$ cat config.mk
export PLATFORM = sky130hd
export DESIGN_NAME = rtdps_module_flat
export DESIGN_NICKNAME = d
export VERILOG_FILES = /design/src/verilog/rtdps_pkg.sv /design/src/verilog/rtdps_if.sv /design/src/verilog/rtdps_scale.sv /design/src/verilog/rtdps_module.sv /design/src/flat_wrapper.sv
export SDC_FILE = /design/constraint.sdc
export NUM_CORES = 1
export LEC_CHECK = 0
export BUFFER_PORTS_ARGS = -buffer_cell sky130_fd_sc_hd__clkbuf_2
export CAP_MARGIN = 20
export CORE_ASPECT_RATIO = 1.75
export CORE_MARGIN = 10
export CORE_UTILIZATION = 58
export CTS_CLUSTER_SIZE = 12
export DETAILED_ROUTE_END_ITERATION = 10
export PLACE_DENSITY = 0.81
export SYNTH_ARGS = -nofsm -noshare
export SYNTH_HDL_FRONTEND = slang
export SYNTH_SLANG_ARGS = --single-unit
$ cat constraint.sdc
create_clock -name SYS_CLK -period 5.15 [get_ports SYS_CLK]
set_input_delay 0.7725 -clock SYS_CLK [delete_from_list [all_inputs] [get_ports SYS_CLK]]
set_output_delay 0.7725 -clock SYS_CLK [all_outputs]
set_load 0.005 [all_outputs]
$ cat src/verilog/rtdps_pkg.sv
package rtdps_pkg;

    // record numbers for parameter access
    localparam logic [7:0] REC_ALARM_WIRE = 8'h00;
    localparam logic [7:0] REC_UNIT_REJ   = 8'h01;
    localparam logic [7:0] REC_CH0        = 8'h80;
    localparam logic [7:0] REC_CH3        = 8'h83;
    // object dictionary indices and slave subindices
    localparam logic [15:0] OBJ_INDEX_BASE = 16'h3100;
    localparam logic [15:0] OBJ_INDEX_LAST = 16'h3107;
    localparam logic [7:0]  SUBIDX_FIRST   = 8'h01;
    localparam logic [7:0]  SUBIDX_LAST    = 8'h08;
    localparam int          PARAM_BYTES    = 12;
    localparam int          NUM_CH         = 4;

    // byte values and reset values
    localparam logic [7:0] ALARM_ON       = 8'h40;
    localparam logic [7:0] ALARM_OFF      = 8'h00;
    localparam logic [7:0] RST_ALARM      = 8'h00;
    localparam logic [7:0] RST_WIRE       = 8'h00;
    localparam logic [7:0] RST_UNIT       = 8'h00;
    localparam logic [7:0] RST_REJ        = 8'h02;
    localparam logic [7:0] RST_FN         = 8'h50;
    localparam logic [7:0] FN_OFF         = 8'hff;
    localparam logic [7:0] WIRE_MASK      = 8'h0f;
    localparam logic [7:0] SEL_MASK       = 8'h03;
    localparam logic [1:0] UNIT_C         = 2'h0;
    localparam logic [1:0] UNIT_F         = 2'h1;
    localparam logic [1:0] UNIT_K         = 2'h2;
    localparam logic [1:0] REJ_60HZ       = 2'h1;
    localparam logic [1:0] REJ_50HZ       = 2'h2;
    // function number groups
    localparam logic [7:0] FN_2W          = 8'h50;
    localparam logic [7:0] FN_3W          = 8'h58;
    localparam logic [7:0] FN_4W          = 8'h60;
    localparam logic [2:0] SENS_LAST      = 3'h4;

    // scaling limits, tenths of a degree
    localparam logic signed [15:0] PT_MIN = -16'sd2000;
    localparam logic signed [15:0] PT_MAX = 16'sd8500;
    localparam logic signed [15:0] PT_OVR = 16'sd10000;
    localparam logic signed [15:0] PT_UND = -16'sd2430;
    localparam logic signed [15:0] NI_MIN = -16'sd600;
    localparam logic signed [15:0] NI_MAX = 16'sd2500;
    localparam logic signed [15:0] NI_OVR = 16'sd2950;
    localparam logic signed [15:0] NI_UND = -16'sd1050;
    localparam logic signed [15:0] N1_MIN = -16'sd800;
    localparam logic signed [15:0] N1_MAX = 16'sd3200;
    localparam logic signed [15:0] N1_OVR = 16'sd4000;
    localparam logic signed [15:0] N1_UND = -16'sd1000;

    // master-side registers on AXI4-Lite
    localparam logic [7:0] A_CMD    = 8'h00; // [31] go, [23:16] rec, [15:8] offs, [7:0] data, [30] write
    localparam logic [7:0] A_RDATA  = 8'h04;
    localparam logic [7:0] A_STAT   = 8'h08;
    localparam logic [7:0] A_MASK   = 8'h0c;
    localparam logic [7:0] A_SAMPLE = 8'h10; // [17:16] channel, [15:0] raw tenths
    localparam logic [7:0] A_VALUE  = 8'h14; // 0x14..0x20 four channels
    localparam int ST_DONE = 0;
    localparam int ST_ERR  = 1;
    localparam int ST_DIAG = 2;
    localparam logic [1:0] RESP_OK  = 2'h0;
    localparam logic [1:0] RESP_ERR = 2'h2;

    typedef enum logic [1:0] {SENS_PT, SENS_NI, SENS_N120, SENS_NONE} rtdps_sens_t;

    // decode a function number into a sensor class; invalid or off gives none
    function automatic rtdps_sens_t rtdps_decode(input logic [7:0] fn);
        logic [7:0] base;
        logic [2:0] lo;
        base = {fn[7:3], 3'h0};
        lo   = fn[2:0];
        if ((base != FN_2W && base != FN_3W && base != FN_4W) || lo > SENS_LAST)
            return SENS_NONE;
        else if (lo < 3'h2)
            return SENS_PT;
        else if (lo < 3'h4)
            return SENS_NI;
        else
            return SENS_N120;
    endfunction

endpackage

$ cat src/verilog/rtdps_if.sv
`timescale 1ns/10ps
// backplane parameter channel between head station and module
interface rtdps_if;
    logic        req;
    logic        wr;
    logic [7:0]  rec;
    logic [7:0]  offs;
    logic [7:0]  wdata;
    logic        ack;
    logic        err;
    logic [7:0]  rdata;
    logic        smp_valid;
    logic [1:0]  smp_ch;
    logic [15:0] smp_raw;
    logic [15:0] value [4];
    logic [3:0]  ch_active;
    logic        diag_irq;

    modport module_end (input req, wr, rec, offs, wdata, smp_valid, smp_ch, smp_raw,
                        output ack, err, rdata, value, ch_active, diag_irq);
    modport head_end (output req, wr, rec, offs, wdata, smp_valid, smp_ch, smp_raw,
                      input ack, err, rdata, value, ch_active, diag_irq);
endinterface

$ cat src/verilog/rtdps_scale.sv
`timescale 1ns/10ps
// clamp one raw reading to the limits of its sensor class
module rtdps_scale
    import rtdps_pkg::*;
(
    // sensor and reading
    input  wire rtdps_sens_t        sens,
    input  wire logic signed [15:0] raw,
    // result
    output logic signed [15:0]      scaled,
    output logic                    out_of_range
);
    logic signed [15:0] lo_lim;
    logic signed [15:0] hi_lim;

    // limits per class; an inactive class reads as zero
    always_comb begin
        case (sens)
            SENS_PT:   begin lo_lim = PT_UND; hi_lim = PT_OVR; end
            SENS_NI:   begin lo_lim = NI_UND; hi_lim = NI_OVR; end
            SENS_N120: begin lo_lim = N1_UND; hi_lim = N1_OVR; end
            default:   begin lo_lim = 16'sh0000; hi_lim = 16'sh0000; end
        endcase
    end

    // saturate at the under/overrange figures, flag anything at or beyond either figure
    always_comb begin
        if (raw > hi_lim)
            scaled = hi_lim;
        else if (raw < lo_lim)
            scaled = lo_lim;
        else
            scaled = raw;
        out_of_range = (sens == SENS_NONE) ? 1'b0 : (raw >= hi_lim || raw <= lo_lim);
    end
endmodule

$ cat src/verilog/rtdps_module.sv
`timescale 1ns/10ps
module rtdps_module
    import rtdps_pkg::*;
(
    // clock and reset
    input  wire logic SYS_CLK,
    input  wire logic RST_B,
    // straps
    input  wire logic TWO_CH_MODE,
    input  wire logic STOP_STATE,
    // backplane
    rtdps_if.module_end BP,
    // status
    output logic       PARAM_ERR,
    output logic [1:0] UNIT_SEL,
    output logic [1:0] REJ_SEL,
    output logic [3:0] WIRE_EN
);
    logic [7:0]  fault_alarm_enable;
    logic [7:0]  open_wire_detect_enable;
    logic [7:0]  temperature_unit_select;
    logic [7:0]  mains_rejection_select;
    logic [7:0]  channel_range_code [NUM_CH];
    logic [7:0]  wr_byte;
    logic [2:0]  wr_sel;
    logic        wr_hit;
    logic        wr_ok;
    logic [15:0] dict_idx;
    logic        dict_hit;
    logic [7:0]  next_rdata;
    logic        ack;
    logic        err;
    logic [7:0]  rdata;
    logic        param_err;
    rtdps_sens_t sens [NUM_CH];
    logic signed [15:0] scaled [NUM_CH];
    logic        oor [NUM_CH];
    logic [15:0] value [NUM_CH];
    logic        diag_irq;

    // list position of a dictionary index; the low byte counts the slots from 3100h
    function automatic logic [2:0] rtdps_list_pos(input logic [7:0] idx_lo);
        logic [7:0] pos;
        pos = idx_lo - OBJ_INDEX_BASE[7:0];
        return pos[2:0];
    endfunction

    // dictionary access: the record byte carries the index high byte, the offset byte the low byte
    always_comb begin
        dict_idx = {BP.rec, BP.offs};
        dict_hit = (dict_idx >= OBJ_INDEX_BASE) && (dict_idx <= OBJ_INDEX_LAST);
    end

    // parameter slots in list order:
    //   slot 0 alarm enable,      record 00h offset 0
    //   slot 1 open-wire enable,  record 00h offset 1
    //   slot 2 unit select,       record 01h offset 0
    //   slot 3 rejection select,  record 01h offset 1
    //   slots 4..7 channel codes, records 80h..83h offset 0
    // dictionary indices 3100h..3107h reach the same slots; slots 0 and 1
    // stay write-protected outside the stopped state on either path
    always_comb begin
        wr_hit = 1'b1;
        wr_sel = 3'h0;
        if (BP.rec == REC_ALARM_WIRE && BP.offs < 8'h02)
            wr_sel = {2'b00, BP.offs[0]};
        else if (BP.rec == REC_UNIT_REJ && BP.offs < 8'h02)
            wr_sel = {2'b01, BP.offs[0]};
        else if (BP.rec >= REC_CH0 && BP.rec <= REC_CH3 && BP.offs == 8'h00)
            wr_sel = {1'b1, BP.rec[1:0]};
        else if (dict_hit)
            wr_sel = rtdps_list_pos(BP.offs);
        else
            wr_hit = 1'b0;
    end

    // record 00h may only change while the system is stopped
    // a refused write still earns its ack, with err set, so the head never hangs
    assign wr_ok = wr_hit && !(BP.wr && wr_sel[2:1] == 2'b00 && !STOP_STATE);
    assign wr_byte = BP.wdata;

    // parameter byte storage
    // reserved bits of the open-wire, unit and rejection bytes are masked on the way in, so they read back zero
    always_ff @(posedge SYS_CLK) begin
        if (!RST_B) begin
            fault_alarm_enable      <= RST_ALARM;
            open_wire_detect_enable <= RST_WIRE;
            temperature_unit_select <= RST_UNIT;
            mains_rejection_select  <= RST_REJ;
            for (int i = 0; i < NUM_CH; i++)
                channel_range_code[i] <= (TWO_CH_MODE && i >= 2) ? FN_OFF : RST_FN;
        end else if (BP.req && BP.wr && wr_ok) begin
            case (wr_sel)
                3'h0:    fault_alarm_enable      <= wr_byte;
                3'h1:    open_wire_detect_enable <= wr_byte & WIRE_MASK;
                3'h2:    temperature_unit_select <= wr_byte & SEL_MASK;
                3'h3:    mains_rejection_select  <= wr_byte & SEL_MASK;
                default: channel_range_code[wr_sel[1:0]] <= wr_byte;
            endcase
        end
    end

    // read mux
    // shares the write decode, so a read always names the slot a write would hit
    always_comb begin
        case (wr_sel)
            3'h0:    next_rdata = fault_alarm_enable;
            3'h1:    next_rdata = open_wire_detect_enable;
            3'h2:    next_rdata = temperature_unit_select;
            3'h3:    next_rdata = mains_rejection_select;
            default: next_rdata = channel_range_code[wr_sel[1:0]];
        endcase
    end

    // one-cycle answer to each request
    // the request drops while ack is high, so every request earns exactly one pulse
    always_ff @(posedge SYS_CLK) begin
        if (!RST_B) begin
            ack   <= 1'b0;
            err   <= 1'b0;
            rdata <= 8'h00;
        end else begin
            ack   <= BP.req && !ack;
            err   <= BP.req && !ack && !wr_ok;
            rdata <= (BP.req && wr_hit) ? next_rdata : 8'h00;
        end
    end

    // decode each channel and clamp the supplied reading
    // every channel sees the same reading bus; smp_ch picks which one latches
    for (genvar c = 0; c < NUM_CH; c++) begin : g_ch
        assign sens[c] = rtdps_decode(channel_range_code[c]);
        rtdps_scale u_scale (
            .sens         (sens[c]),
            .raw          (BP.smp_raw),
            .scaled       (scaled[c]),
            .out_of_range (oor[c])
        );
    end

    // latch values only for active channels; inactive ones hold zero
    // no conversion happens here: the reading arrives in tenths already
    always_ff @(posedge SYS_CLK) begin
        if (!RST_B) begin
            for (int i = 0; i < NUM_CH; i++)
                value[i] <= 16'h0000;
        end else begin
            for (int i = 0; i < NUM_CH; i++) begin
                if (sens[i] == SENS_NONE)
                    value[i] <= 16'h0000;
                else if (BP.smp_valid && BP.smp_ch == i[1:0])
                    value[i] <= scaled[i];
            end
        end
    end

    // parameter error: a channel code that is neither defined nor off
    always_ff @(posedge SYS_CLK) begin
        if (!RST_B)
            param_err <= 1'b0;
        else begin
            param_err <= 1'b0;
            for (int i = 0; i < NUM_CH; i++)
                if (sens[i] == SENS_NONE && channel_range_code[i] != FN_OFF)
                    param_err <= 1'b1;
        end
    end

    // diagnostic interrupt only when the alarm byte is exactly 40h
    // a pulse per out-of-range sample, a level while param_err holds; the head keeps the sticky copy that software clears
    always_ff @(posedge SYS_CLK) begin
        if (!RST_B)
            diag_irq <= 1'b0;
        else
            diag_irq <= (fault_alarm_enable == ALARM_ON) &&
                        (param_err || (BP.smp_valid && oor[BP.smp_ch]));
    end

    assign BP.ack       = ack;
    assign BP.err       = err;
    assign BP.rdata     = rdata;
    assign BP.value     = value;
    assign BP.diag_irq  = diag_irq;
    assign BP.ch_active = {sens[3] != SENS_NONE, sens[2] != SENS_NONE,
                           sens[1] != SENS_NONE, sens[0] != SENS_NONE};
    assign PARAM_ERR    = param_err;
    assign UNIT_SEL     = temperature_unit_select[1:0];
    assign REJ_SEL      = mains_rejection_select[1:0];
    assign WIRE_EN      = open_wire_detect_enable[3:0];
endmodule

$ cat src/flat_wrapper.sv
// flat-port wrapper written by rule: the top's interface ports become plain ports
module rtdps_module_flat import rtdps_pkg::*;
  (SYS_CLK, RST_B, TWO_CH_MODE, STOP_STATE, PARAM_ERR, UNIT_SEL, REJ_SEL, WIRE_EN, BP_req, BP_wr, BP_rec, BP_offs, BP_wdata, BP_smp_valid, BP_smp_ch, BP_smp_raw, BP_ack, BP_err, BP_rdata, BP_value, BP_ch_active, BP_diag_irq);
  rtdps_if BP_i ();
  input  wire logic SYS_CLK;
  input  wire logic RST_B;
  input  wire logic TWO_CH_MODE;
  input  wire logic STOP_STATE;
  output logic PARAM_ERR;
  output logic [1:0] UNIT_SEL;
  output logic [1:0] REJ_SEL;
  output logic [3:0] WIRE_EN;
  input wire logic [$bits(BP_i.req)-1:0] BP_req;
  input wire logic [$bits(BP_i.wr)-1:0] BP_wr;
  input wire logic [$bits(BP_i.rec)-1:0] BP_rec;
  input wire logic [$bits(BP_i.offs)-1:0] BP_offs;
  input wire logic [$bits(BP_i.wdata)-1:0] BP_wdata;
  input wire logic [$bits(BP_i.smp_valid)-1:0] BP_smp_valid;
  input wire logic [$bits(BP_i.smp_ch)-1:0] BP_smp_ch;
  input wire logic [$bits(BP_i.smp_raw)-1:0] BP_smp_raw;
  output wire logic [$bits(BP_i.ack)-1:0] BP_ack;
  output wire logic [$bits(BP_i.err)-1:0] BP_err;
  output wire logic [$bits(BP_i.rdata)-1:0] BP_rdata;
  output wire logic [$bits(BP_i.value)-1:0] BP_value;
  output wire logic [$bits(BP_i.ch_active)-1:0] BP_ch_active;
  output wire logic [$bits(BP_i.diag_irq)-1:0] BP_diag_irq;
  assign BP_i.req = BP_req;
  assign BP_i.wr = BP_wr;
  assign BP_i.rec = BP_rec;
  assign BP_i.offs = BP_offs;
  assign BP_i.wdata = BP_wdata;
  assign BP_i.smp_valid = BP_smp_valid;
  assign BP_i.smp_ch = BP_smp_ch;
  assign BP_i.smp_raw = BP_smp_raw;
  assign BP_ack = BP_i.ack;
  assign BP_err = BP_i.err;
  assign BP_rdata = BP_i.rdata;
  assign BP_value = {>>{BP_i.value}};
  assign BP_ch_active = BP_i.ch_active;
  assign BP_diag_irq = BP_i.diag_irq;
  rtdps_module u_core (.SYS_CLK(SYS_CLK), .RST_B(RST_B), .TWO_CH_MODE(TWO_CH_MODE), .STOP_STATE(STOP_STATE), .BP(BP_i), .PARAM_ERR(PARAM_ERR), .UNIT_SEL(UNIT_SEL), .REJ_SEL(REJ_SEL), .WIRE_EN(WIRE_EN));
endmodule
### Yosys cells after proc, flatten, opt, wreduce, memory -nomap -nowiden

Memory sizes are Yosys's and may differ from the RTL's.
Cells that the tools add are included.

* register bits after elaboration: 92
* memory bits (writable): 32
* logic and storage cells: 211
* memories: 1

Memory list
* u_core.channel_range_code: words 4, width 8, read ports 5, clocked after memory_dff 0, wr ports 4, line rtdps_module.sv:23 `logic [7:0] channel_range_code [NUM_CH];`

* magnitude comparators: 34
* eq/ne operators: 40
* multiplexer cells: 57
* bitwise gates (word level): 2
* reduce and logical (&&, ||, !) cells: 64

Operator list (number)
* one-hot mux 16 bit (3 select lines): 4
* one-hot mux 14 bit (3 select lines): 4
* two-way mux 16 bit: 8
* greater-or-equal comparator 16 bit: 4
* greater-than comparator 16 x 15 -> 1 bit: 4
* <= comparator 16 bit: 4
* < comparator 16 bit: 4
* inequality test 5 x 4 -> 1 bit (second input constant): 12
* inequality test 8 bit (second input constant): 4
* one-hot mux 8 bit (4 select lines): 1
* logical AND 1 bit: 31
* two-way mux 2 bit: 13
* equality test 2 bit (second input constant): 10
* two-way mux 1 bit: 20
* greater-or-equal comparator 16 x 14 -> 1 bit (second input constant): 1
* <= comparator 16 x 14 -> 1 bit (second input constant): 1
* zero test 8 bit: 2
* two-way mux 8 bit: 2
* greater-than comparator 3 bit (second input constant): 4
* zero test 2 bit: 6
* < comparator 3 x 2 -> 1 bit (second input constant): 4
* < comparator 3 bit (second input constant): 4
* two-way mux 3 bit: 4
* equality test 2 x 1 -> 1 bit (second input constant): 5
* 19 further kinds: 41

### Logic depth before layout (Yosys ltp)

* depth after elaboration: 17
* mapped depth: 16
* gate-level depth less buffers: 15

### Cells and area by module

From an unflattened synthesis, not the netlist that was laid out.

* cells, all modules: 1098
* area total of the unflattened synthesis: 9376.5 µm²

Modules (own cells, without submodules)
* rtdps_module: times used 1, cells each 570, area an instance 5322.6 µm², seq. area each 2802.7 µm²
* rtdps_scale: times used 4, cells each 132, area an instance 1013.5 µm², seq. area each 0.0 µm²

### Least setup slack after synthesis

Ideal clock, no wire load.

* kind: register to register
* start point: memory u_core.channel_range_code[2][4]
* end point: register u_core.value (netlist bit u_core.BP.value[22])
* setup time: 0.128 ns
* data arrival time: 3.677 ns
* required time: 5.022 ns
* path slack: 1.345 ns
* stages on the path, launching flop included: 15
* path buffers: 0
* path through: edfxtp_1 nor2_1 mux2_2 nand3b_1 a211oi_1 inv_1 ha_1 ha_1 a21oi_1 nor2_1 or4b_2 o32ai_2 mux2_2 a22oi_1 nor2_1

RTL lines
* from (decl): line rtdps_module.sv:23
* to (signal, indexed assignment): line rtdps_module.sv:152 `value[i] <= scaled[i];`
* to (decl): line rtdps_module.sv:38 `logic [15:0] value [NUM_CH];`

==> reports/metrics.cfg <==
[placed_design]
placed_cell_area_sq_mm=0.00940
hpwl_um=21200
dp_slack_ns=0.621
port_buffers=136
gp_congestion=0.963

[min_path]
hold_path.class=flop to flop

[route]
first_iter_violations=569
top_layer=met4
wl_met2_um=14900
finalWirelength_um=28600
drc=0
avgRoutedWirePerCell_um=22.2
dr.pass1.iters=6
met1Wirelength_um=9530
vias=8497
dr_wl_met3_um=2410
routed_via_density=6.57
ant_nets=0

[setup_path]
slowest_stage=a2111oi_0
path_max_fanout=10
start_kind=flop
crit_type=flop to flop
required_ns=5.49
path_cells=nor2_1 -> mux2_2 -> nand3b_1 -> a211oi_1 -> inv_1 -> ha_1 -> inv_1 -> ha_1 -> a21oi_1 -> o21ai_0 -> a2111oi_0 -> o31ai_2 -> nand4bb_2 -> o31ai_1 -> o41ai_2
arrival_ns=4.95
path_buf_inv=2
critical_path.top_delay_family=compound AO/OA/AOI/OAI gates
end_kind=flop
critPathMaxStageDelay_ns=0.93

[clock_network]
cts_max_level=4
cts_buffer_depth=2
cts_root_buf=clkbuf_16
cts_hold_buf=0
cts_repair_resize_count=0
postCtsSetupRepairBufs=0
cts_tree=done
clk_latency_ns=0.44
cts_buffers=17
clk_pin_slew_worst_paths_ns=0.06
clock-sinks=124

[global_routing]
antenna_found_initial=0
grt_use_total_pct=27.2
grt_start_max_net_pins=29
grt_pass1_vias=8429
grt_overflow=0
grt_pass1_wl_um=44700

[sta]
worst_slew_pin_slew_ns=1.03
min_period_over_period_pct=89.4
period_needed_ns=4.61
fmax_mhz=217
fin_ws_ns=0.543
clock_skew_ns=0.0147
drv_slew=0
setup_tns_ns=0
slew_headroom_pct=29.8
rsz0062_at_grt=no
setup_viol=0
hold_viol_final=0

[die]
start_util_pct=59.6
die_h_um=181
num_rows=58
ios=137
dieWidth_um=112
core_area_sq_mm=0.0144
die-area_sq_mm=0.0203

[logic_synthesis]
synth_seq_cells=124
syn_inst=975
ys.flop_type=dfxtp_1
syn_avg_cell_area_sq_um=8.83
seq_area_frac_synth_pct=32.6
synth_edf_count=32
synth_nets=1124
ys_warn_count=0
synth_area_sq_mm=0.00861
synth_async_sr_flop_share_pct=0
yosysUniqueCellTypes=79

[status]
outcome=finished clean

[cells_and_area]
nets=1249
final_area_sq_mm=0.00999
fill_cells=1209
mostFrequentLayoutCell=clkbuf_2
n_antenna_cell=0
final_cell_mix=136 x clkbuf_2, 102 x nand2_1, 100 x ha_1, 92 x dfxtp_1, 72 x nor2_1
drive_gt1_share_pct=19.4
area_growth_syn_to_layout_pct=16.0

[power_and_ir_drop]
cellLeakagePower_nw=4.14
vdd_ir_drop_max_mv=0.297
p_per_area_mw_per_mm2=268

[run]
drv_cap=0

==> cell type report <==
class	instances	area, sq um	area share [%]
well taps	180	225	2.26
inverters	42	158	1.58
clock inverters	13	129	1.29
flip-flops and latches	124	2800	28.1
repair buffers	141	718	7.19
clock buffers	19	454	4.55
multi-input cells	774	5500	55.1
==> report_power, final <==
group	internal (mW)	leakage, nW	switching (mW)
Clock	0.703	0.282	0.515
Sequential	1.02	1.05	0.0178
Combinational	0.152	2.80	0.269
==> final timing paths <==
| kind | to | depth (start not counted) | slack [ns] | start |
|---|---|---|---|---|
| setup reg to reg | u_core.BP.diag_irq$_SDFF_PN0_ | 15 | 0.54 | u_core.channel_range_code[0][4]$_SDFFCE_PN1P_ |
| hold / removal | u_core.BP.ack$_SDFF_PN0_ | 1 | 0.45 | u_core.BP.ack$_SDFF_PN0_ |
| hold reg to reg | u_core.BP.ack$_SDFF_PN0_ | 1 | 0.45 | u_core.BP.ack$_SDFF_PN0_ |
| setup / recovery | u_core.BP.diag_irq$_SDFF_PN0_ | 15 | 0.54 | u_core.channel_range_code[0][4]$_SDFFCE_PN1P_ |
==> state kept, by name, summed over array words and instances, names as in the netlist <==
name / flops
u_core.BP.diag_irq: 1
u_core.BP.ack: 1
u_core.BP.err: 1
u_core.mains_rejection_select: 2
u_core.fault_alarm_enable: 8
u_core.BP.value: 64
u_core.temperature_unit_select: 2
u_core.BP.rdata: 8
u_core.open_wire_detect_enable: 4
u_core.channel_range_code: 32
u_core.PARAM_ERR: 1
==> cell families (layout without fill, tap and decap cells) <==
group	after synthesis	after routing	share of synthesized area, %
and+or+nand+nor	350	350	20.7
muxes	55	55	6.76
buffers and inverters	77	215	3.60
AOI/OAI and AO/OA	265	265	21.5
xor gates and xnor gates	4	4	0.407
adders and majority gates	100	100	14.5
DFF	124	124	32.6
==> through the flow <==
stage / instances / total power [mW] / util, % / hold WS [ns]
6_report: 1293 / 2.68 / 69.2 / 0.446
5_1_grt: 1293 / 2.75 / 69.2 / 0.476
4_1_cts: 1293 / 2.66 / 69.2 / 0.454
3_5_place_dp: 1261 / 1.46 / 65.1 / 0.443
3_3_place_gp: 1261 / 1.46 / 65.1 / 0.410
2_1_floorplan: 975 / 1.33 / - / 0.423
==> cell usage after synthesis, drive strengths merged, types with 9 or more instances <==
cell type / number / share of area [%]
nand3: 35 / 2.0
edfxtp: 32 / 11
and2: 17 / 1.2
buf: 9 / 0.64
mux2i: 39 / 4.5
nand2b: 12 / 0.87
o211ai: 17 / 1.5
a211oi: 31 / 2.8
nand2: 102 / 4.4
o21ai: 51 / 3.0
mux2: 15 / 2.0
clkbuf: 26 / 1.1
nor2: 72 / 3.1
ha: 100 / 15
nand4: 24 / 1.7
dfxtp: 92 / 21
nor2b: 17 / 1.2
a21o: 19 / 1.7
inv: 42 / 1.8
nor3: 19 / 1.2
a21oi: 66 / 4.1
==> routing by layer <==
metal  up-vias  GRT usage, %
met5         -             0
met4         0          17.9
met3       144          6.57
met2       441          49.5
met1      3987          26.3
li1       3925             -
==> worst register-to-register path, stage by stage (launching register included) <==
cell	delay [ns]
edfxtp_1	0.43
nor2_1	0.11
mux2_2	0.16
nand3b_1	0.10
a211oi_1	0.55
inv_1	0.19
ha_1	0.31
inv_1	0.21
ha_1	0.29
a21oi_1	0.14
o21ai_0	0.11
a2111oi_0	0.93
o31ai_2	0.32
nand4bb_2	0.21
o31ai_1	0.11
o41ai_2	0.34
(Power assumes the default switching activity.)
